### src/inc/sent_cfg_pkg.sv
// Shared constants and types of the SENT output configuration block.
// Assumes a single 100 MHz system clock and a 12-bit Wishbone byte address.
package sent_cfg_pkg;

	// ----------------------------------------------------------------
	// Register map: word index, byte address is four times the index
	// ----------------------------------------------------------------
	localparam int ADDR_W = 12;
	localparam int IDX_W = 10;
	localparam logic [9:0] IDX_SHARED = 10'h308;
	localparam logic [9:0] IDX_DIAG_EN = 10'h309;
	localparam logic [9:0] IDX_TICK = 10'h317;
	localparam logic [9:0] IDX_OPTIONS = 10'h319;
	localparam logic [9:0] IDX_STATUS = 10'h320;

	// ----------------------------------------------------------------
	// Field positions and widths
	// ----------------------------------------------------------------
	localparam int POS_HIGHEST_ID = 16;
	localparam int HIGHEST_ID_W = 2;
	localparam int POS_DIAG_EN = 23;
	localparam int POS_TICK = 4;
	localparam int TICK_W = 7;
	localparam int POS_CRC_COVERS = 15;
	localparam int POS_IGNORE = 11;
	localparam int POS_ADDRESSING = 9;
	localparam int POS_ANGLE = 0;
	localparam int ANGLE_W = 12;
	localparam int POS_SAMPLE_TAKEN = 16;
	localparam int POS_DIAG_SEEN = 17;
	localparam int POS_SHARED = 24;
	localparam int DATA_NIBBLES = 6;

	// ----------------------------------------------------------------
	// Reset values, CRC and timing constants
	// ----------------------------------------------------------------
	localparam logic [6:0] TICK_CODE_RST = 7'h30;
	localparam logic [6:0] TICK_MIN_CODE = 7'h01;
	localparam logic [3:0] CRC_SEED = 4'h5;
	localparam logic [3:0] CRC_POLY_LOW = 4'hd;
	localparam int CLK_MHZ = 100;
	localparam int INT_CLK_MHZ = 16;
	localparam logic [6:0] CLK_MODULUS = 7'(CLK_MHZ);
	localparam logic [6:0] INT_CLK_STEP = 7'(INT_CLK_MHZ);

	// ----------------------------------------------------------------
	// Carrier types
	// ----------------------------------------------------------------
	typedef struct packed {
		logic [1:0] highestId;
		logic diagEn;
		logic [6:0] tickCode;
		logic addressing;
		logic ignoreSample;
		logic crcCovers;
	} cfg_t;

	typedef struct packed {
		logic sampleReq;
		logic diagPulse;
		logic stomp;
		logic addressed;
	} line_ev_t;

	typedef struct packed {
		logic valid;
		logic [3:0] statusNibble;
		logic [4*DATA_NIBBLES-1:0] data;
	} crc_req_t;

	typedef struct packed {
		logic [6:0] acc;
		logic [6:0] cnt;
		logic strobe;
	} tick_state_t;

	typedef struct packed {
		cfg_t cfg;
		logic ack;
		logic [31:0] rdData;
		logic [ANGLE_W-1:0] heldAngle;
		logic sampleTaken;
		logic diagSeen;
		logic selfTestStart;
		logic sharedLine;
		logic [3:0] crcNibble;
		logic crcValid;
	} top_state_t;

	localparam cfg_t CFG_RST = '{highestId: 2'h0, diagEn: 1'b0, tickCode: TICK_CODE_RST,
		addressing: 1'b0, ignoreSample: 1'b0, crcCovers: 1'b0};
	localparam tick_state_t TICK_STATE_RST = '{acc: 7'h00, cnt: 7'h01, strobe: 1'b0};

endpackage

### src/verilog/tick_duration_code_gen.sv
// Tick generator: derives the 16 MHz internal rate from the system clock and
// divides it by the programmed tick code. Assumes synchronous clkEn and rstN.
`timescale 1ns/1ps

module tick_duration_code_gen
	import sent_cfg_pkg::*;
(
	input wire logic clk, // System clock.
	input wire logic rstN, // Synchronised reset, active low.
	input wire logic clkEn, // Freezes all state while low.
	input wire logic [6:0] tickCode, // Programmed tick code.
	output logic tickStrobe // One cycle per completed tick.
);

	tick_state_t s_q;
	tick_state_t s_d;
	logic [6:0] accSum;
	logic intEn;
	logic [6:0] reloadVal;
	logic terminal;

	// ----------------------------------------------------------------
	// Next state
	// ----------------------------------------------------------------
	// A phase accumulator gives the 16 MHz enable; its average rate is exact, the
	// single period jitters by one system clock, which the receiver tolerates.
	always_comb begin
		s_d = s_q;
		accSum = 7'(s_q.acc + INT_CLK_STEP);
		intEn = (accSum >= CLK_MODULUS);
		reloadVal = (tickCode == 7'h00) ? TICK_MIN_CODE : tickCode;
		terminal = (s_q.cnt >= reloadVal);
		s_d.acc = intEn ? 7'(accSum - CLK_MODULUS) : accSum;
		s_d.strobe = 1'b0;
		// Up-counting lets a new code take effect at once, even a smaller one.
		if (intEn) begin
			if (terminal) begin
				s_d.cnt = 7'h01;
				s_d.strobe = 1'b1;
			end else begin
				s_d.cnt = 7'(s_q.cnt + 7'h01);
			end
		end
	end

	// ----------------------------------------------------------------
	// State register
	// ----------------------------------------------------------------
	always_ff @(posedge clk or negedge rstN) begin
		if (!rstN) begin
			s_q <= TICK_STATE_RST;
		end else if (clkEn) begin
			s_q <= s_d;
		end
	end

	assign tickStrobe = s_q.strobe;

	// ----------------------------------------------------------------
	// Checks
	// ----------------------------------------------------------------
	AST_TICK_END: assert property (@(posedge clk) disable iff (!rstN)
		clkEn && intEn && terminal |=> tickStrobe && s_q.cnt == 7'h01)
		else $error("Tick did not complete at its reload count.");
	AST_TICK_MID: assert property (@(posedge clk) disable iff (!rstN)
		clkEn && intEn && !terminal |=> !tickStrobe && s_q.cnt == 7'($past(s_q.cnt) + 7'h01))
		else $error("Tick ended before its programmed length.");
	AST_TICK_ZERO: assert property (@(posedge clk) disable iff (!rstN)
		clkEn && intEn && tickCode == 7'h00 |=> tickStrobe)
		else $error("Zero code did not give a one-period tick.");
	AST_INT_RATE: assert property (@(posedge clk) disable iff (!rstN)
		clkEn && intEn |=> !intEn)
		else $error("Internal clock enable ran above its rate.");

endmodule // tick_duration_code_gen

### src/verilog/sent_output_config.sv
// SENT output configuration: Wishbone register file, tick timing, CRC scope,
// line-initiated diagnostics and sample pulse handling. Assumes the line
// decoder delivers one-cycle event pulses synchronous to clk.
`timescale 1ns/1ps

// Summary of operation
// - Tick length is the 7-bit code times one 16 MHz period.
// - Any code 0 to 127 is accepted; 127 gives 7.9375 us.
// - Code zero is forced to one internal period, same as code one.
// - CRC covers the status nibble only when the scope bit is set.
// - Line self-test start needs the line diagnostic enable bit set.
// - Without addressing any diagnostic pulse starts diagnostics when enabled.
// - With addressing a diagnostic pulse acts only if it addresses us.
// - Highest-ID field gives top sensor ID; zero means line not shared.
// - With ignore clear a sample pulse captures and holds angle data.
// - With ignore set sample pulses leave the held angle unchanged.
module sent_output_config
	import sent_cfg_pkg::*;
(
	input wire logic clk, // System clock, 100 MHz.
	input wire logic reset_n, // Asynchronous reset, active low.
	input wire logic clkEn, // Freezes all state but the reset synchroniser while low.
	input wire logic wb_cyc_i, // Wishbone cycle.
	input wire logic wb_stb_i, // Wishbone strobe.
	input wire logic wb_we_i, // Wishbone write enable.
	input wire logic [ADDR_W-1:0] wb_adr_i, // Wishbone byte address.
	input wire logic [3:0] wb_sel_i, // Wishbone byte lane selects.
	input wire logic [31:0] wb_dat_i, // Wishbone write data.
	output logic [31:0] wb_dat_o, // Wishbone read data.
	output logic wb_ack_o, // Wishbone acknowledge.
	input wire line_ev_t lineEv, // Decoded line pulses.
	input wire logic [ANGLE_W-1:0] angleIn, // Live angle from the front end.
	input wire crc_req_t crcReq, // Frame content for the CRC nibble.
	output logic [3:0] crcNibble, // Computed CRC nibble.
	output logic crcValid, // Pulse: crcNibble updated.
	output logic [ANGLE_W-1:0] heldAngle, // Sampled and held angle.
	output logic selfTestStart, // Pulse: start front-end self-test.
	output logic tickStrobe, // Pulse: one Tick_duration_code completed.
	output logic [1:0] highestId, // Highest sensor ID on the line.
	output logic sharedLine // High when the line is shared.
);

	// ----------------------------------------------------------------
	// Reset release
	// ----------------------------------------------------------------
	logic rstMeta;
	logic rstSyncN;

	// The synchroniser runs free of clkEn so a frozen block still leaves reset.
	always_ff @(posedge clk or negedge reset_n) begin
		if (!reset_n) begin
			rstMeta <= 1'b0;
			rstSyncN <= 1'b0;
		end else begin
			rstMeta <= 1'b1;
			rstSyncN <= rstMeta;
		end
	end

	// ----------------------------------------------------------------
	// Helper functions
	// ----------------------------------------------------------------
	// Word index match for a byte address.
	function automatic logic regHit(input logic [ADDR_W-1:0] adr, input logic [IDX_W-1:0] idx);
		regHit = (adr[ADDR_W-1:2] == idx);
	endfunction

	// Byte-lane mask merge of write data into an existing word.
	function automatic logic [31:0] laneMerge(input logic [31:0] old, input logic [31:0] dat,
		input logic [3:0] sel);
		logic [31:0] m;
		m = {{8{sel[3]}}, {8{sel[2]}}, {8{sel[1]}}, {8{sel[0]}}};
		laneMerge = (old & ~m) | (dat & m);
	endfunction

	// One nibble step of the CRC-4: multiply by x^4 modulo the polynomial, add nibble.
	function automatic logic [3:0] crcStep(input logic [3:0] c, input logic [3:0] n);
		logic [3:0] r;
		r = c;
		for (int i = 0; i < 4; i++) begin
			r = r[3] ? ({r[2:0], 1'b0} ^ CRC_POLY_LOW) : {r[2:0], 1'b0};
		end
		crcStep = r ^ n;
	endfunction

	// Whole-frame CRC; the status nibble enters only when covered.
	function automatic logic [3:0] sentCrc(input logic covers, input logic [3:0] status,
		input logic [4*DATA_NIBBLES-1:0] data);
		logic [3:0] c;
		c = CRC_SEED;
		if (covers) begin
			c = crcStep(c, status);
		end
		for (int k = DATA_NIBBLES - 1; k >= 0; k--) begin
			c = crcStep(c, data[4*k +: 4]);
		end
		sentCrc = crcStep(c, 4'h0);
	endfunction

	// ----------------------------------------------------------------
	// State and tick generator
	// ----------------------------------------------------------------
	top_state_t s_q;
	top_state_t s_d;
	logic busReq;
	logic [31:0] sharedWord;
	logic [31:0] diagEnWord;
	logic [31:0] tickWord;
	logic [31:0] optionsWord;
	logic [31:0] statusWord;
	logic [31:0] wrWord;
	logic [31:0] clrMask;
	logic diagGo;
	logic sampleGo;

	tick_duration_code_gen tickGen (
		.clk(clk),
		.rstN(rstSyncN),
		.clkEn(clkEn),
		.tickCode(s_q.cfg.tickCode),
		.tickStrobe(tickStrobe)
	);

	// ----------------------------------------------------------------
	// Register words as software sees them
	// ----------------------------------------------------------------
	// Unused bits of every word read as zero.
	always_comb begin
		sharedWord = 32'h0000_0000;
		sharedWord[POS_HIGHEST_ID +: HIGHEST_ID_W] = s_q.cfg.highestId;
		diagEnWord = 32'h0000_0000;
		diagEnWord[POS_DIAG_EN] = s_q.cfg.diagEn;
		tickWord = 32'h0000_0000;
		tickWord[POS_TICK +: TICK_W] = s_q.cfg.tickCode;
		optionsWord = 32'h0000_0000;
		optionsWord[POS_CRC_COVERS] = s_q.cfg.crcCovers;
		optionsWord[POS_IGNORE] = s_q.cfg.ignoreSample;
		optionsWord[POS_ADDRESSING] = s_q.cfg.addressing;
		statusWord = 32'h0000_0000;
		statusWord[POS_ANGLE +: ANGLE_W] = s_q.heldAngle;
		statusWord[POS_SAMPLE_TAKEN] = s_q.sampleTaken;
		statusWord[POS_DIAG_SEEN] = s_q.diagSeen;
		statusWord[POS_SHARED] = s_q.sharedLine;
	end

	// ----------------------------------------------------------------
	// Line event qualification
	// ----------------------------------------------------------------
	// A stomp has no address, so the addressing option does not gate it.
	assign diagGo = s_q.cfg.diagEn &&
		((lineEv.diagPulse && (!s_q.cfg.addressing || lineEv.addressed)) || lineEv.stomp);
	assign sampleGo = lineEv.sampleReq && !s_q.cfg.ignoreSample;

	// ----------------------------------------------------------------
	// Next state
	// ----------------------------------------------------------------
	// Bus access, line events and the CRC all land in one copy of the state so
	// that the sticky status bits see their set after any software clear.
	always_comb begin
		s_d = s_q;
		busReq = wb_cyc_i && wb_stb_i && !s_q.ack;
		wrWord = 32'h0000_0000;
		clrMask = 32'h0000_0000;
		s_d.ack = busReq;

		// Reads: registered data, unmapped words answer zero.
		if (busReq && !wb_we_i) begin
			if (regHit(wb_adr_i, IDX_SHARED)) begin
				s_d.rdData = sharedWord;
			end else if (regHit(wb_adr_i, IDX_DIAG_EN)) begin
				s_d.rdData = diagEnWord;
			end else if (regHit(wb_adr_i, IDX_TICK)) begin
				s_d.rdData = tickWord;
			end else if (regHit(wb_adr_i, IDX_OPTIONS)) begin
				s_d.rdData = optionsWord;
			end else if (regHit(wb_adr_i, IDX_STATUS)) begin
				s_d.rdData = statusWord;
			end else begin
				s_d.rdData = 32'h0000_0000;
			end
		end

		// Writes: byte lanes merge into the current word; unmapped writes vanish.
		if (busReq && wb_we_i) begin
			if (regHit(wb_adr_i, IDX_SHARED)) begin
				wrWord = laneMerge(sharedWord, wb_dat_i, wb_sel_i);
				s_d.cfg.highestId = wrWord[POS_HIGHEST_ID +: HIGHEST_ID_W];
			end else if (regHit(wb_adr_i, IDX_DIAG_EN)) begin
				wrWord = laneMerge(diagEnWord, wb_dat_i, wb_sel_i);
				s_d.cfg.diagEn = wrWord[POS_DIAG_EN];
			end else if (regHit(wb_adr_i, IDX_TICK)) begin
				wrWord = laneMerge(tickWord, wb_dat_i, wb_sel_i);
				s_d.cfg.tickCode = wrWord[POS_TICK +: TICK_W];
			end else if (regHit(wb_adr_i, IDX_OPTIONS)) begin
				wrWord = laneMerge(optionsWord, wb_dat_i, wb_sel_i);
				s_d.cfg.crcCovers = wrWord[POS_CRC_COVERS];
				s_d.cfg.ignoreSample = wrWord[POS_IGNORE];
				s_d.cfg.addressing = wrWord[POS_ADDRESSING];
			end else if (regHit(wb_adr_i, IDX_STATUS)) begin
				clrMask = laneMerge(32'h0000_0000, wb_dat_i, wb_sel_i);
			end
		end

		// Sticky bits clear on a written one.
		if (clrMask[POS_SAMPLE_TAKEN]) begin
			s_d.sampleTaken = 1'b0;
		end
		if (clrMask[POS_DIAG_SEEN]) begin
			s_d.diagSeen = 1'b0;
		end

		// Sample and hold; a set in the clearing cycle wins.
		if (sampleGo) begin
			s_d.heldAngle = angleIn;
			s_d.sampleTaken = 1'b1;
		end

		// Self-test start is a single pulse per accepted request.
		s_d.selfTestStart = diagGo;
		if (diagGo) begin
			s_d.diagSeen = 1'b1;
		end

		// Highest ID zero means this sensor owns the line alone.
		s_d.sharedLine = (s_d.cfg.highestId != 2'h0);

		// CRC nibble, scope chosen by software.
		s_d.crcValid = crcReq.valid;
		if (crcReq.valid) begin
			s_d.crcNibble = sentCrc(s_q.cfg.crcCovers, crcReq.statusNibble, crcReq.data);
		end
	end

	// ----------------------------------------------------------------
	// State register
	// ----------------------------------------------------------------
	always_ff @(posedge clk or negedge rstSyncN) begin
		if (!rstSyncN) begin
			s_q <= '{cfg: CFG_RST, ack: 1'b0, rdData: 32'h0000_0000, heldAngle: '0,
				sampleTaken: 1'b0, diagSeen: 1'b0, selfTestStart: 1'b0, sharedLine: 1'b0,
				crcNibble: 4'h0, crcValid: 1'b0};
		end else if (clkEn) begin
			s_q <= s_d;
		end
	end

	// ----------------------------------------------------------------
	// Outputs
	// ----------------------------------------------------------------
	// Every output except tickStrobe is a field of the state register; tickStrobe comes from the tick generator's register.
	assign wb_dat_o = s_q.rdData;
	assign wb_ack_o = s_q.ack;
	assign crcNibble = s_q.crcNibble;
	assign crcValid = s_q.crcValid;
	assign heldAngle = s_q.heldAngle;
	assign selfTestStart = s_q.selfTestStart;
	assign highestId = s_q.cfg.highestId;
	assign sharedLine = s_q.sharedLine;

	// ----------------------------------------------------------------
	// Checks
	// ----------------------------------------------------------------
	AST_SAMPLE_HOLD: assert property (@(posedge clk) disable iff (!rstSyncN)
		clkEn && lineEv.sampleReq && !s_q.cfg.ignoreSample |=> heldAngle == $past(angleIn))
		else $error("Sample pulse did not capture the angle.");
	AST_SAMPLE_IGNORE: assert property (@(posedge clk) disable iff (!rstSyncN)
		clkEn && lineEv.sampleReq && s_q.cfg.ignoreSample |=> $stable(heldAngle))
		else $error("Held angle changed while sampling was ignored.");
	AST_DIAG_BROADCAST: assert property (@(posedge clk) disable iff (!rstSyncN)
		clkEn && lineEv.diagPulse && s_q.cfg.diagEn && !s_q.cfg.addressing |=> selfTestStart)
		else $error("Broadcast diagnostic pulse was not honoured.");
	AST_DIAG_ADDRESSED: assert property (@(posedge clk) disable iff (!rstSyncN)
		clkEn && lineEv.diagPulse && s_q.cfg.addressing && !lineEv.addressed && !lineEv.stomp
		|=> !selfTestStart)
		else $error("Unaddressed diagnostic pulse started a self-test.");
	AST_DIAG_DISABLED: assert property (@(posedge clk) disable iff (!rstSyncN)
		clkEn && !s_q.cfg.diagEn |=> !selfTestStart)
		else $error("Self-test started with line diagnostics disabled.");
	AST_CRC_SCOPE: assert property (@(posedge clk) disable iff (!rstSyncN)
		clkEn && crcReq.valid |=> crcValid &&
		crcNibble == sentCrc($past(s_q.cfg.crcCovers), $past(crcReq.statusNibble), $past(crcReq.data)))
		else $error("CRC nibble does not match the selected scope.");
	AST_SHARED_LINE: assert property (@(posedge clk) disable iff (!rstSyncN)
		clkEn |=> sharedLine == (highestId != 2'h0))
		else $error("Shared line flag disagrees with the highest ID.");
	AST_WB_ACK: assert property (@(posedge clk) disable iff (!rstSyncN)
		clkEn && wb_cyc_i && wb_stb_i && !wb_ack_o |=> wb_ack_o)
		else $error("Bus request not acknowledged in one cycle.");
	AST_WB_ACK_DROP: assert property (@(posedge clk) disable iff (!rstSyncN)
		clkEn && wb_ack_o |=> !wb_ack_o)
		else $error("Acknowledge held for more than one cycle.");

endmodule // sent_output_config

### config.mk
export PLATFORM = sky130hd
export DESIGN_NAME = sent_output_config
export DESIGN_NICKNAME = d
export VERILOG_FILES = /design/src/inc/sent_cfg_pkg.sv /design/src/verilog/tick_duration_code_gen.sv /design/src/verilog/sent_output_config.sv
export SDC_FILE = /design/constraint.sdc
export NUM_CORES = 1
export LEC_CHECK = 0
export BUFFER_PORTS_ARGS = -buffer_cell sky130_fd_sc_hd__buf_2
export CAP_MARGIN = 20
export CORE_MARGIN = 1.5
export CORE_UTILIZATION = 48
export DETAILED_ROUTE_END_ITERATION = 6
export PLACE_DENSITY = 0.86
export RECOVER_POWER = 50
export SYNTH_ARGS = -nofsm -noshare
export SYNTH_HDL_FRONTEND = slang
export SYNTH_SLANG_ARGS = --single-unit
### constraint.sdc
create_clock -name clk -period 2.35 [get_ports clk]
set_input_delay 0.235 -clock clk [delete_from_list [all_inputs] [get_ports clk]]
set_output_delay 0.235 -clock clk [all_outputs]
set_load 0.005 [all_outputs]
Yosys cells after proc, flatten, opt, wreduce, memory -nomap -nowiden
Index checks and enable logic that the tools add are counted.
{"block": "totals", "ff_bits": 84, "latch_bits": 0, "ram_bits": 0, "romBits": 0, "in_bits": 99, "output_inout_bits": 55, "wordCells": 162, "memories": 0}
{"block": "op_classes", "addsub": 3, "n_mul": 0, "div_mod_pow": 0, "order_cmp": 2, "eq_ne": 5, "shifts": 0, "n_mux": 58, "bitwise_logic": 48, "reduce_logical": 26}
{"op": "$mux 25", "n": 5}
{"op": "$mux 4", "n": 30}
{"op": "$mux 18", "n": 6}
{"op": "$not 3->3", "n": 28}
{"op": "$eq 10x10->1 const B", "n": 5}
{"op": "$and 24x24->24", "n": 2}
{"op": "$mux 7", "n": 4}
{"op": "$not 24->24", "n": 1}
{"op": "$or 24x24->24", "n": 1}
{"op": "$xor 4x4->4", "n": 6}
{"op": "$and 18x18->18", "n": 1}
{"op": "$or 18x18->18", "n": 1}
{"op": "$and 16x16->16", "n": 1}
{"op": "$or 16x16->16", "n": 1}
{"op": "$mux 13", "n": 1}
{"op": "$reduce_and 2->1", "n": 6}
{"op": "$and 11x11->11", "n": 1}
{"op": "$mux 11", "n": 1}
{"op": "$or 11x11->11", "n": 1}
{"op": "$mux 10", "n": 1}
{"op": "$add 7x1->7 const B", "n": 1}
{"op": "$add 7x5->7 const B", "n": 1}
{"op": "$ge 7x7->1", "n": 1}
{"op": "$ge 7x7->1 const B", "n": 1}
{"op": "14 further kinds", "n": 35}

Logic depth before layout (Yosys ltp)
Gate-level depths: netlist of the first run.
{"block": "logic_depth", "depth_word": 65, "ltp_mapped": 10, "ltp_nobuf": 10}

Hierarchy
A second synthesis of the first run with hierarchy kept.
{"block": "hier_totals", "cells_unflattened": 362, "area_unflattened_um2": 3998.8}
{"mod": "sent_output_config", "n_inst": 1, "cells_per_inst": 261, "area_each_um2": 3054.2, "seq_area_each_um2": 1353.8}
{"mod": "tick_duration_code_gen", "n_inst": 1, "cells_per_inst": 101, "area_each_um2": 944.7, "seq_area_each_um2": 326.6}

Worst setup path after synthesis of the first run
OpenSTA, ideal clock, no wires.
{"block": "synth_path", "kind": "register to register", "from": "register with a tool-made name", "to": "register tickGen.s_q (netlist bit tickGen.tickStrobe)", "setup_time_ns": 0.121, "t_arrival_ns": 2.402, "t_required_ns": 2.229, "path_slack_ns": -0.173, "path_stages_with_launch": 11, "n_path_buf": 0, "period_less_slack_ns": 2.523, "cell_sequence": "dfstp_2 > nor4_1 > a31o_2 > ha_1 > nand2b_1 > a21o_1 > a21o_1 > a21o_1 > a21o_1 > a211o_4 > a22o_1"}
{"item": "end signal: assignment", "line": "tick_duration_code_gen.sv:51", "rtl": "s_q <= TICK_STATE_RST;"}
{"item": "end signal: assignment", "line": "tick_duration_code_gen.sv:53", "rtl": "s_q <= s_d;"}
{"item": "end: declaration", "line": "tick_duration_code_gen.sv:15", "rtl": "tick_state_t s_q;"}

==> results of run 1 <==
synth_stat cells (3+ instances only):
| master | instances |
|---|---|
| xnor2_1 | 32 |
| clkbuf_1 | 3 |
| nand3b_1 | 3 |
| nand3_1 | 5 |
| and3_1 | 5 |
| nand4_1 | 3 |
| xor2_1 | 7 |
| a21o_1 | 7 |
| nor3_1 | 4 |
| dfrtp_1 | 64 |
| mux2_2 | 25 |
| dfstp_2 | 3 |
| buf_4 | 50 |
| o21ai_0 | 17 |
| or3_1 | 3 |
| a22o_1 | 6 |
| o31ai_1 | 4 |
| nand2_1 | 41 |
| inv_1 | 15 |
| a22oi_1 | 7 |
| a21oi_1 | 6 |
| ha_1 | 13 |
| nor2_1 | 13 |
area by class of cell:
class                           count  share of cell area
Clock buffer                       11              0.0294
Clock inverter                      5             0.00671
Inverter                           15              0.0126
Multi-Input combinational cell    245               0.401
Sequential cell                    67               0.376
Tap cell                          102              0.0285
Timing Repair Buffer              126               0.146
power groups by stage:
| stage | registers (W) | logic, W | clock network, W |
|---|---|---|---|
| after floorplan | 0.00146 | 0.000936 | 0 |
| after global placement | 0.00147 | 0.00109 | 0 |
| after detailed placement | 0.00148 | 0.00114 | 0 |
| after CTS | 0.00146 | 0.00118 | 0.000817 |
| after global routing | 0.00149 | 0.00132 | 0.000863 |
| final | 0.00146 | 0.00117 | 0.000796 |
per-stage QoR:
step	setup slack, ns	TNS, ns
after global placement	-0.0581	-0.0937
after global routing	-0.196	-1.27
after detailed placement	-0.111	-0.520
final	-0.0897	-0.249
after floorplan	-0.0166	-0.0166
after CTS	-0.0840	-0.226
cells by family (layout without fill, tap and decap cells):
group / Yosys count / after routing / share of synthesized area
AO/OA/AOI/OAI: 59 / 59 / 0.108
XOR/XNOR: 41 / 41 / 0.0974
adder cells (fa/ha/maj): 13 / 13 / 0.0424
buffers and inverters: 70 / 157 / 0.118
flip-flops: 67 / 67 / 0.438
multiplexers: 26 / 26 / 0.0759
other: 2 / 16 / 0.00196
AND/OR/NAND/NOR: 90 / 90 / 0.120
worst max-delay path: stages (launching register included):
cell and delay [ns]:
dfstp_2 0.38, nor4_4 0.27, a31o_2 0.21, ha_4 0.19, nand2b_4 0.12, a21o_1 0.15, a21o_1 0.15, a21o_1 0.14
a21o_1 0.16, a211o_4 0.36, a22o_1 0.19
routing by layer:
| metal | vias to the layer above | routed length, µm |
|---|---|---|
| met5 | - | 0 |
| met4 | 0 | 153 |
| met3 | 16 | 547 |
| met2 | 119 | 3920 |
| met1 | 1352 | 3280 |
| li1 | 1382 | - |
repair_timing:
| item | CTS | global route |
|---|---|---|
| hold buffers | 1 | 0 |
| pin swaps | 2 | 4 |
| endpoints found under the setup margin | 8 | 8 |
| resized for setup | 3 | 1 |
| hold endpoints to repair | 2 | 0 |
how the worst min path moves through the flow:
stage,cells after the start,slack [ns],to,from
floorplan,0,-0.06,rstMeta$_DFF_PN0_,reset_n
global placement,1,0.02,rstMeta$_DFF_PN0_,reset_n
detailed placement,1,0.03,rstMeta$_DFF_PN0_,reset_n
CTS,2,0.11,heldAngle[5]$_DFFE_PN0P_,angleIn[5]
global route,2,0.11,heldAngle[6]$_DFFE_PN0P_,angleIn[6]
finish,0,0.12,crcNibble[0]$_DFFE_PN0P_,rstSyncN$_DFF_PN0_
==> run_results.csv, run 1 <==
group,metric,value,unit
place,hpwl,6260,µm
routing,drtPass1Iterations,4,
clock_network,clockBufferDepth,2,
global_routing,grt_use_total,0.195,
synthesis,avgSynthCellArea,10.4,µm²
critical_path,crit_path_start_kind,"flip-flop",
routing,drc,0,
status,violations,"negative setup slack",
layout,fin_cells,571,
power_and_ir_drop,power,0.00343,W
synthesis,yosysWarnings,0,
global_routing,overflow,0,
timing,hold_violations,0,
global_routing,grt_max_degree,59,
layout,layout_commonest_cell,"buf_2",
critical_path,critPathMaxFanout,8,
die,coreArea,7730,µm²
power_and_ir_drop,swShare,0.338,
die,start_util,0.497,
clock_network,h-tree-depth,3,
timing,skew,0.0116,ns
die,die_h,92.4,µm
global_routing,grt.met2_usage,0.322,
global_routing,first_global_vias,2815,
global_routing,grt_pass1_wl,13000,µm
synthesis,synth_top_cell_by_area,"dfrtp_1",
layout,finalInstanceArea,4470,µm²
layout,final_nets,576,
timing,rsz0062_at_grt,"true",
critical_path,r2r_slack,-0.09,ns
die,die-area,8550,µm²
place,dpl.cell_count,554,
routing,ant_nets,0,
power_and_ir_drop,powerDensity,766,nW/µm²
layout,final_cell_mix,"buf_2, dfrtp_1, nand2_1",
timing,setup_ws,-0.0897,ns
routing,via_count,2869,
die,top_level_ports,154,
power_and_ir_drop,combPwrFrac,0.340,
timing,holdWs,0.122,ns
place,port_buffers,115,
synthesis,async_flop_share,1.00,
timing,maxSlewHeadroom,0.0867,
place,place.gp.congestion,0.821,
power_and_ir_drop,p_leak,2.19,nW
timing,fmax,0.410,GHz
place,post_dp_cell_area,4290,µm²
layout,utilization,0.579,
timing,worst_pin_slew,1.37,ns
power_and_ir_drop,max-vdd-ir-drop,0.362,mV
synthesis,synth_area,3840,µm²
layout,synthToLayoutAreaGrowth,16.5,%
routing,viasPerCell,5.02,
clock_network,clock-sinks,67,
routing,finalWirelength,7900,µm
synthesis,synth.distinct_cells,48,
layout,antennaDiodeCount,0,
critical_path,cp.arrival,2.66,ns
power_and_ir_drop,sequentialPowerShare,0.427,
die,die_x,92.4,µm
routing,drtIter0Drc,101,
routing,routedWlPerCell,13.8,µm
synthesis,synth.ff_latch_count,67,
timing,final_max_slew_viol_count,0,
global_routing,antenna_found_initial,0,
critical_path,crit_type,"reg2reg",
timing,fin_crit_sh,1.04,
timing,min_period,2.44,ns
synthesis,synth_edf_count,0,
clock_network,path_clk_slew,0.07,ns
layout,n_fill_cell,688,
worst_hold_path,hp-class,"reg2async",
layout,drive_gt1_frac,0.380,
critical_path,r2r-end,"tickGen.tickStrobe$_DFFE_PN0P_",
global_routing,top_usage_layer,"met2",
critical_path,r2r_cells,10,
clock_network,numCtsBuffers,9,
run,timing.max_cap.violations,0,
clock_network,cts_root_buf,"clkbuf_8",
critical_path,endpoint,"tickGen.tickStrobe$_DFFE_PN0P_",
clock_network,cts_tree,"done",
status,status,"finished, violations left",
clock_network,worstSkewPairLatency,0.34,ns
synthesis,ys_seq_area_frac,0.438,
global_routing,use_met3,0.0484,
layout,regArea,1680,µm²
synthesis,synth.top_cell.area_share,0.417,
clock_network,post_cts_buffers,0,
layout,multiInputGateArea,1800,µm²
synthesis,synthCells,368,
critical_path,cp-end-kind,"flip-flop",
global_routing,met1_usage,0.238,
power_and_ir_drop,power.share.clock,0.232,
synthesis,yosys-top-cells-area,"dfrtp_1, buf_4, mux2_2",
synthesis,ys.flop_type,"dfrtp_1",
die,placementRows,32,
power_and_ir_drop,internal-power,0.00227,W
critical_path,crit_required,2.57,ns
timing,setup_viol,8,
power_and_ir_drop,p_switching,0.00116,W
Power figures use the tool's default switching activity.
==> inputs of run 2 (changes only) <==
clock period = 3.2 ns   (was 2.35 ns; I/O delays follow)
==> run_results.csv, run 2 (same netlist as run 1, synthesis figures left out) <==
group,metric,value,unit
place,place.gp.congestion,0.858,
timing,hold_violations,0,
timing,maxSlewHeadroom,0.225,
layout,final_nets,567,
critical_path,crit_slowest_cell,"dfstp_2",
clock_network,cts_tree,"done",
die,top_level_ports,154,
critical_path,max_stage_delay,0.57,ns
layout,drive_gt1_frac,0.335,
layout,n_fill_cell,682,
run,timing.max_cap.violations,0,
global_routing,antenna_found_initial,0,
critical_path,critPathTopFamily,"compound AO/OA/AOI/OAI gates",
global_routing,grt_use_total,0.197,
routing,finalWirelength,8030,µm
critical_path,crit_top_cell,"a21o_1",
worst_hold_path,min_to,"heldAngle[7]$_DFFE_PN0P_",
clock_network,cts_root_buf,"clkbuf_8",
die,coreArea,7730,µm²
clock_network,clockBufferDepth,2,
power_and_ir_drop,power,0.00258,W
global_routing,grt_pass1_wl,13000,µm
critical_path,r2r_slack,0.53,ns
global_routing,grt_max_degree,36,
die,start_util,0.497,
worst_hold_path,hold_depth,2,
global_routing,first_global_vias,2811,
timing,final_max_slew_viol_count,0,
clock_network,path_clk_slew,0.07,ns
critical_path,crit_chain,"nor4_1 -> a31o_2 -> ha_1 -> nand2b_1 -> a21o_1 -> a21o_1 -> a21o_1 -> a21o_1 -> a211o_4 -> a22o_1",
routing,ant_nets,0,
critical_path,r2r_cells,10,
worst_hold_path,hp-class,"in2reg",
clock_network,cts_resized,0,
timing,fmax,0.375,GHz
timing,skew,0.0156,ns
power_and_ir_drop,p_leak,2.11,nW
critical_path,cp-end-kind,"flip-flop",
critical_path,critPathMaxFanout,8,
place,hpwl,6320,µm
critical_path,cp.arrival,2.89,ns
routing,drtIter0Drc,134,
layout,final_cell_mix,"buf_2, dfrtp_1, nand2_1",
die,die_x,92.4,µm
global_routing,overflow,0,
timing,min_period,2.67,ns
routing,viasPerCell,5.10,
timing,worst_pin_slew,1.16,ns
critical_path,crit_required,3.42,ns
die,die-area,8550,µm²
critical_path,r2r-end,"tickGen.tickStrobe$_DFFE_PN0P_",
worst_hold_path,hold_start,"angleIn[7]",
routing,via_count,2865,
layout,synthToLayoutAreaGrowth,14.3,%
clock_network,h-tree-depth,3,
critical_path,crit_path_start_kind,"flip-flop",
clock_network,numCtsBuffers,9,
critical_path,crit_type,"reg2reg",
timing,fin_crit_sh,0.834,
clock_network,clock-sinks,67,
critical_path,crit_buf_inv,0,
die,placementRows,32,
clock_network,worstSkewPairLatency,0.34,ns
layout,layout_commonest_cell,"buf_2",
timing,setup_viol,0,
die,die_h,92.4,µm
routing,drtPass1Iterations,4,
layout,antennaDiodeCount,0,
power_and_ir_drop,powerDensity,588,nW/µm²
routing,routedWlPerCell,14.3,µm
timing,setup_tns,0,ns
power_and_ir_drop,max-vdd-ir-drop,0.286,mV
status,status,"finished clean",
timing,holdWs,0.213,ns
place,port_buffers,115,
timing,rsz0062_at_grt,"false",
routing,drc,0,
run 2: cell count changes in the layout (fill, tap and decap cells not counted), sizes merged:
cell / before / now
buf: 119 / 99
clkinvlp: 2 / 0
bufinv: 0 / 1
clkbuf: 17 / 28
clkinv: 3 / 4
run 2: per-stage QoR:
step                      worst slack [ns]  cell area (µm²)  utilization  instances
final                                0.532             4390        0.568        562
after global routing                 0.443             4390        0.568        562
after CTS                            0.535             4410        0.571        562
after detailed placement             0.573             4210        0.545        545
after global placement               0.615             4210        0.545        545
after floorplan                      0.677             3890            -        382
run 2: layer usage:
layer / track usage / wire [µm]
met1: 0.234 / 3280
met2: 0.346 / 4160
met3: 0.0394 / 512
met4: 0.0808 / 74
met5: 0 / 0
run 2: how the worst max path moves through the flow:
stage | to | start | slack, ns | cells after the start
after floorplan | tickGen.tickStrobe$_DFFE_PN0P_ | flip-flop | 0.68 | 10
after global placement | tickGen.tickStrobe$_DFFE_PN0P_ | flip-flop | 0.62 | 10
after CTS | tickGen.tickStrobe$_DFFE_PN0P_ | flip-flop | 0.53 | 10
after global routing | tickGen.tickStrobe$_DFFE_PN0P_ | flip-flop | 0.44 | 10
after detailed placement | tickGen.tickStrobe$_DFFE_PN0P_ | flip-flop | 0.57 | 10
final | tickGen.tickStrobe$_DFFE_PN0P_ | flip-flop | 0.53 | 10
run 2: worst reg2reg max path, stage by stage, from the launching register on:
cell      delay (ns)
dfstp_2         0.57
nor4_1          0.06
a31o_2          0.24
ha_1            0.25
nand2b_1        0.14
a21o_1          0.18
a21o_1          0.16
a21o_1          0.16
a21o_1          0.18
a211o_4         0.38
a22o_1          0.22
run 2: final cells by class:
cell class | instances | area [µm²] | area share
clock inverters | 5 | 53.8 | 0.0123
flip-flops and latches | 67 | 1680 | 0.383
well taps | 102 | 128 | 0.0291
clock buffers | 11 | 141 | 0.0322
inverters | 15 | 56.3 | 0.0128
multi-input cells | 245 | 1760 | 0.401
repair buffers | 117 | 568 | 0.129
run 2: where the power goes:
| part | internal [W] | total [W] | switching, W |
|---|---|---|---|
| clock | 0.000379 | 0.000689 | 0.000310 |
| combinational | 0.000394 | 0.000814 | 0.000420 |
| sequential | 0.000967 | 0.00108 | 0.000111 |
| total | 0.00174 | 0.00258 | 0.000841 |
run 2: timing repair:
action	4_1_cts	5_1_grt
setup buffers	0	0
hold buffers	1	0
endpoints found under the hold margin	2	0
==> inputs of run 3 (changes only) <==
CORE_UTILIZATION = 44   (was 48)
PLACE_DENSITY = 0.84   (was 0.86)
clock period = 2.4 ns   (was 3.2 ns; I/O delays follow)
==> run_results.csv, run 3 (same netlist as run 1, synthesis figures left out) <==
group,metric,value,unit
clock_network,worstSkewPairLatency,0.35,ns
place,dpl.cell_count,558,
critical_path,crit_slowest_cell,"dfstp_2",
layout,fin_cells,574,
critical_path,critPathMaxFanout,8,
layout,final_nets,577,
timing,hold_violations,0,
global_routing,grt_use_total,0.179,
critical_path,max_stage_delay,0.38,ns
timing,skew,0.00931,ns
die,top_level_ports,154,
routing,routedWlPerCell,14.4,µm
critical_path,cp-end-kind,"flip-flop",
critical_path,crit_chain,"nor4_2 -> a31o_2 -> ha_4 -> nand2b_4 -> a21o_1 -> a21o_1 -> a21o_1 -> a21o_1 -> a211o_4 -> a22o_1",
clock_network,h-tree-depth,3,
worst_hold_path,hold_start,"angleIn[7]",
layout,synthToLayoutAreaGrowth,16.8,%
global_routing,first_global_vias,2834,
layout,layout_commonest_cell,"buf_2",
clock_network,post_cts_buffers,0,
clock_network,numCtsBuffers,9,
die,coreArea,8340,µm²
routing,drtPass1Iterations,4,
timing,fmax,0.406,GHz
clock_network,cts_tree,"done",
power_and_ir_drop,p_leak,2.17,nW
critical_path,crit_path_start_kind,"flip-flop",
critical_path,crit_type,"reg2reg",
layout,drive_gt1_frac,0.365,
timing,final_max_slew_viol_count,0,
critical_path,critPathTopFamily,"compound AO/OA/AOI/OAI gates",
die,start_util,0.460,
layout,antennaDiodeCount,0,
critical_path,cp.arrival,2.70,ns
status,status,"finished, violations left",
die,die_x,96.4,µm
layout,final_cell_mix,"buf_2, dfrtp_1, nand2_1",
clock_network,clock-sinks,67,
place,place.gp.congestion,0.880,
worst_hold_path,hp-class,"in2reg",
timing,fin_crit_sh,1.03,
place,dp_slack,-0.102,ns
routing,finalWirelength,8270,µm
clock_network,clockBufferDepth,2,
layout,n_fill_cell,744,
routing,ant_nets,0,
critical_path,crit_required,2.63,ns
place,hpwl,6570,µm
power_and_ir_drop,powerDensity,781,nW/µm²
power_and_ir_drop,max-vdd-ir-drop,0.305,mV
global_routing,grt_max_degree,29,
critical_path,crit_buf_inv,0,
run,timing.max_cap.violations,0,
timing,setup_tns,-0.0903,ns
timing,setup_ws,-0.0631,ns
critical_path,crit_top_cell,"a21o_1",
die,die_h,96.4,µm
global_routing,antenna_found_initial,0,
timing,maxSlewHeadroom,0.237,
timing,rsz0062_at_grt,"true",
routing,drtIter0Drc,113,
die,placementRows,33,
routing,viasPerCell,5.11,
routing,via_count,2933,
routing,drc,0,
global_routing,overflow,0,
status,violations,"negative setup slack",
layout,utilization,0.538,
timing,worst_pin_slew,1.14,ns
global_routing,grt_pass1_wl,12700,µm
timing,setup_viol,3,
place,port_buffers,115,
timing,min_period,2.46,ns
die,die-area,9300,µm²
clock_network,path_clk_slew,0.08,ns
clock_network,cts_root_buf,"clkbuf_8",
run 3: changes by cell type in the layout (fill, tap and decap cells not counted), sizes merged:
| cell | change |
|---|---|
| buf | +13 |
| clkinvlp | +2 |
| clkinv | -1 |
| clkbuf | -5 |
run 3: layer usage:
metal | GRT usage | wire length (µm) | vias to the layer above | share of wire
met4 | 0.0845 | 211 | 0 | 0.026
met3 | 0.0438 | 597 | 23 | 0.072
met2 | 0.311 | 4090 | 134 | 0.49
met5 | 0 | 0 | - | 0
li1 | - | - | 1378 | -
met1 | 0.207 | 3380 | 1398 | 0.41
run 3: final timing paths:
kind,endpoint,slack [ns],depth (start not counted)
worst max-delay path,tickGen.tickStrobe$_DFFE_PN0P_,-0.06,10
min in group asynchronous,rstMeta$_DFF_PN0_,0.21,2
worst min register to register,rstSyncN$_DFF_PN0_,0.35,0
worst min-delay path,heldAngle[7]$_DFFE_PN0P_,0.12,2
max in group asynchronous,s_q[7]$_DFFE_PN0P_,0.61,1
worst max register to register,tickGen.tickStrobe$_DFFE_PN0P_,-0.06,10
run 3: final cells by class:
| type | instances | area (µm²) | share of cell area |
|---|---|---|---|
| Clock buffer | 9 | 124 | 0.0276 |
| Inverter | 15 | 56.3 | 0.0125 |
| Timing Repair Buffer | 127 | 641 | 0.143 |
| Clock inverter | 6 | 67.6 | 0.0151 |
| Tap cell | 105 | 131 | 0.0293 |
| Multi-Input combinational cell | 245 | 1790 | 0.398 |
| Sequential cell | 67 | 1680 | 0.375 |
run 3: what timing repair did:
item                                    4_1_cts  5_1_grt
endpoints found under the setup margin        8        8
endpoints found under the hold margin         2        0
pin swaps                                     2        1
resized for setup                             3        0
hold buffers                                  1        0
run 3: power by group:
part           internal [W]  switching (W)
clock              0.000475       0.000448
combinational      0.000553       0.000593
sequential          0.00129       0.000145
total               0.00232        0.00119
run 3: stage by stage:
stage | total power, W | hold WS, ns | instance area, µm²
2_1_floorplan | 0.00234 | -0.0556 | 3890
3_3_place_gp | 0.00249 | 0.0272 | 4290
3_5_place_dp | 0.00259 | 0.0303 | 4290
4_1_cts | 0.00354 | 0.110 | 4520
5_1_grt | 0.00370 | 0.115 | 4490
6_report | 0.00350 | 0.116 | 4490
run 3: worst register-to-register path, delay by kind of cell (launching register included):
family,cells,cell delay (ns)
AO/OA/AOI/OAI,7,1.41
AND/OR/NAND/NOR,2,0.39
adder cells (fa/ha/maj),1,0.19
flip-flops,1,0.38
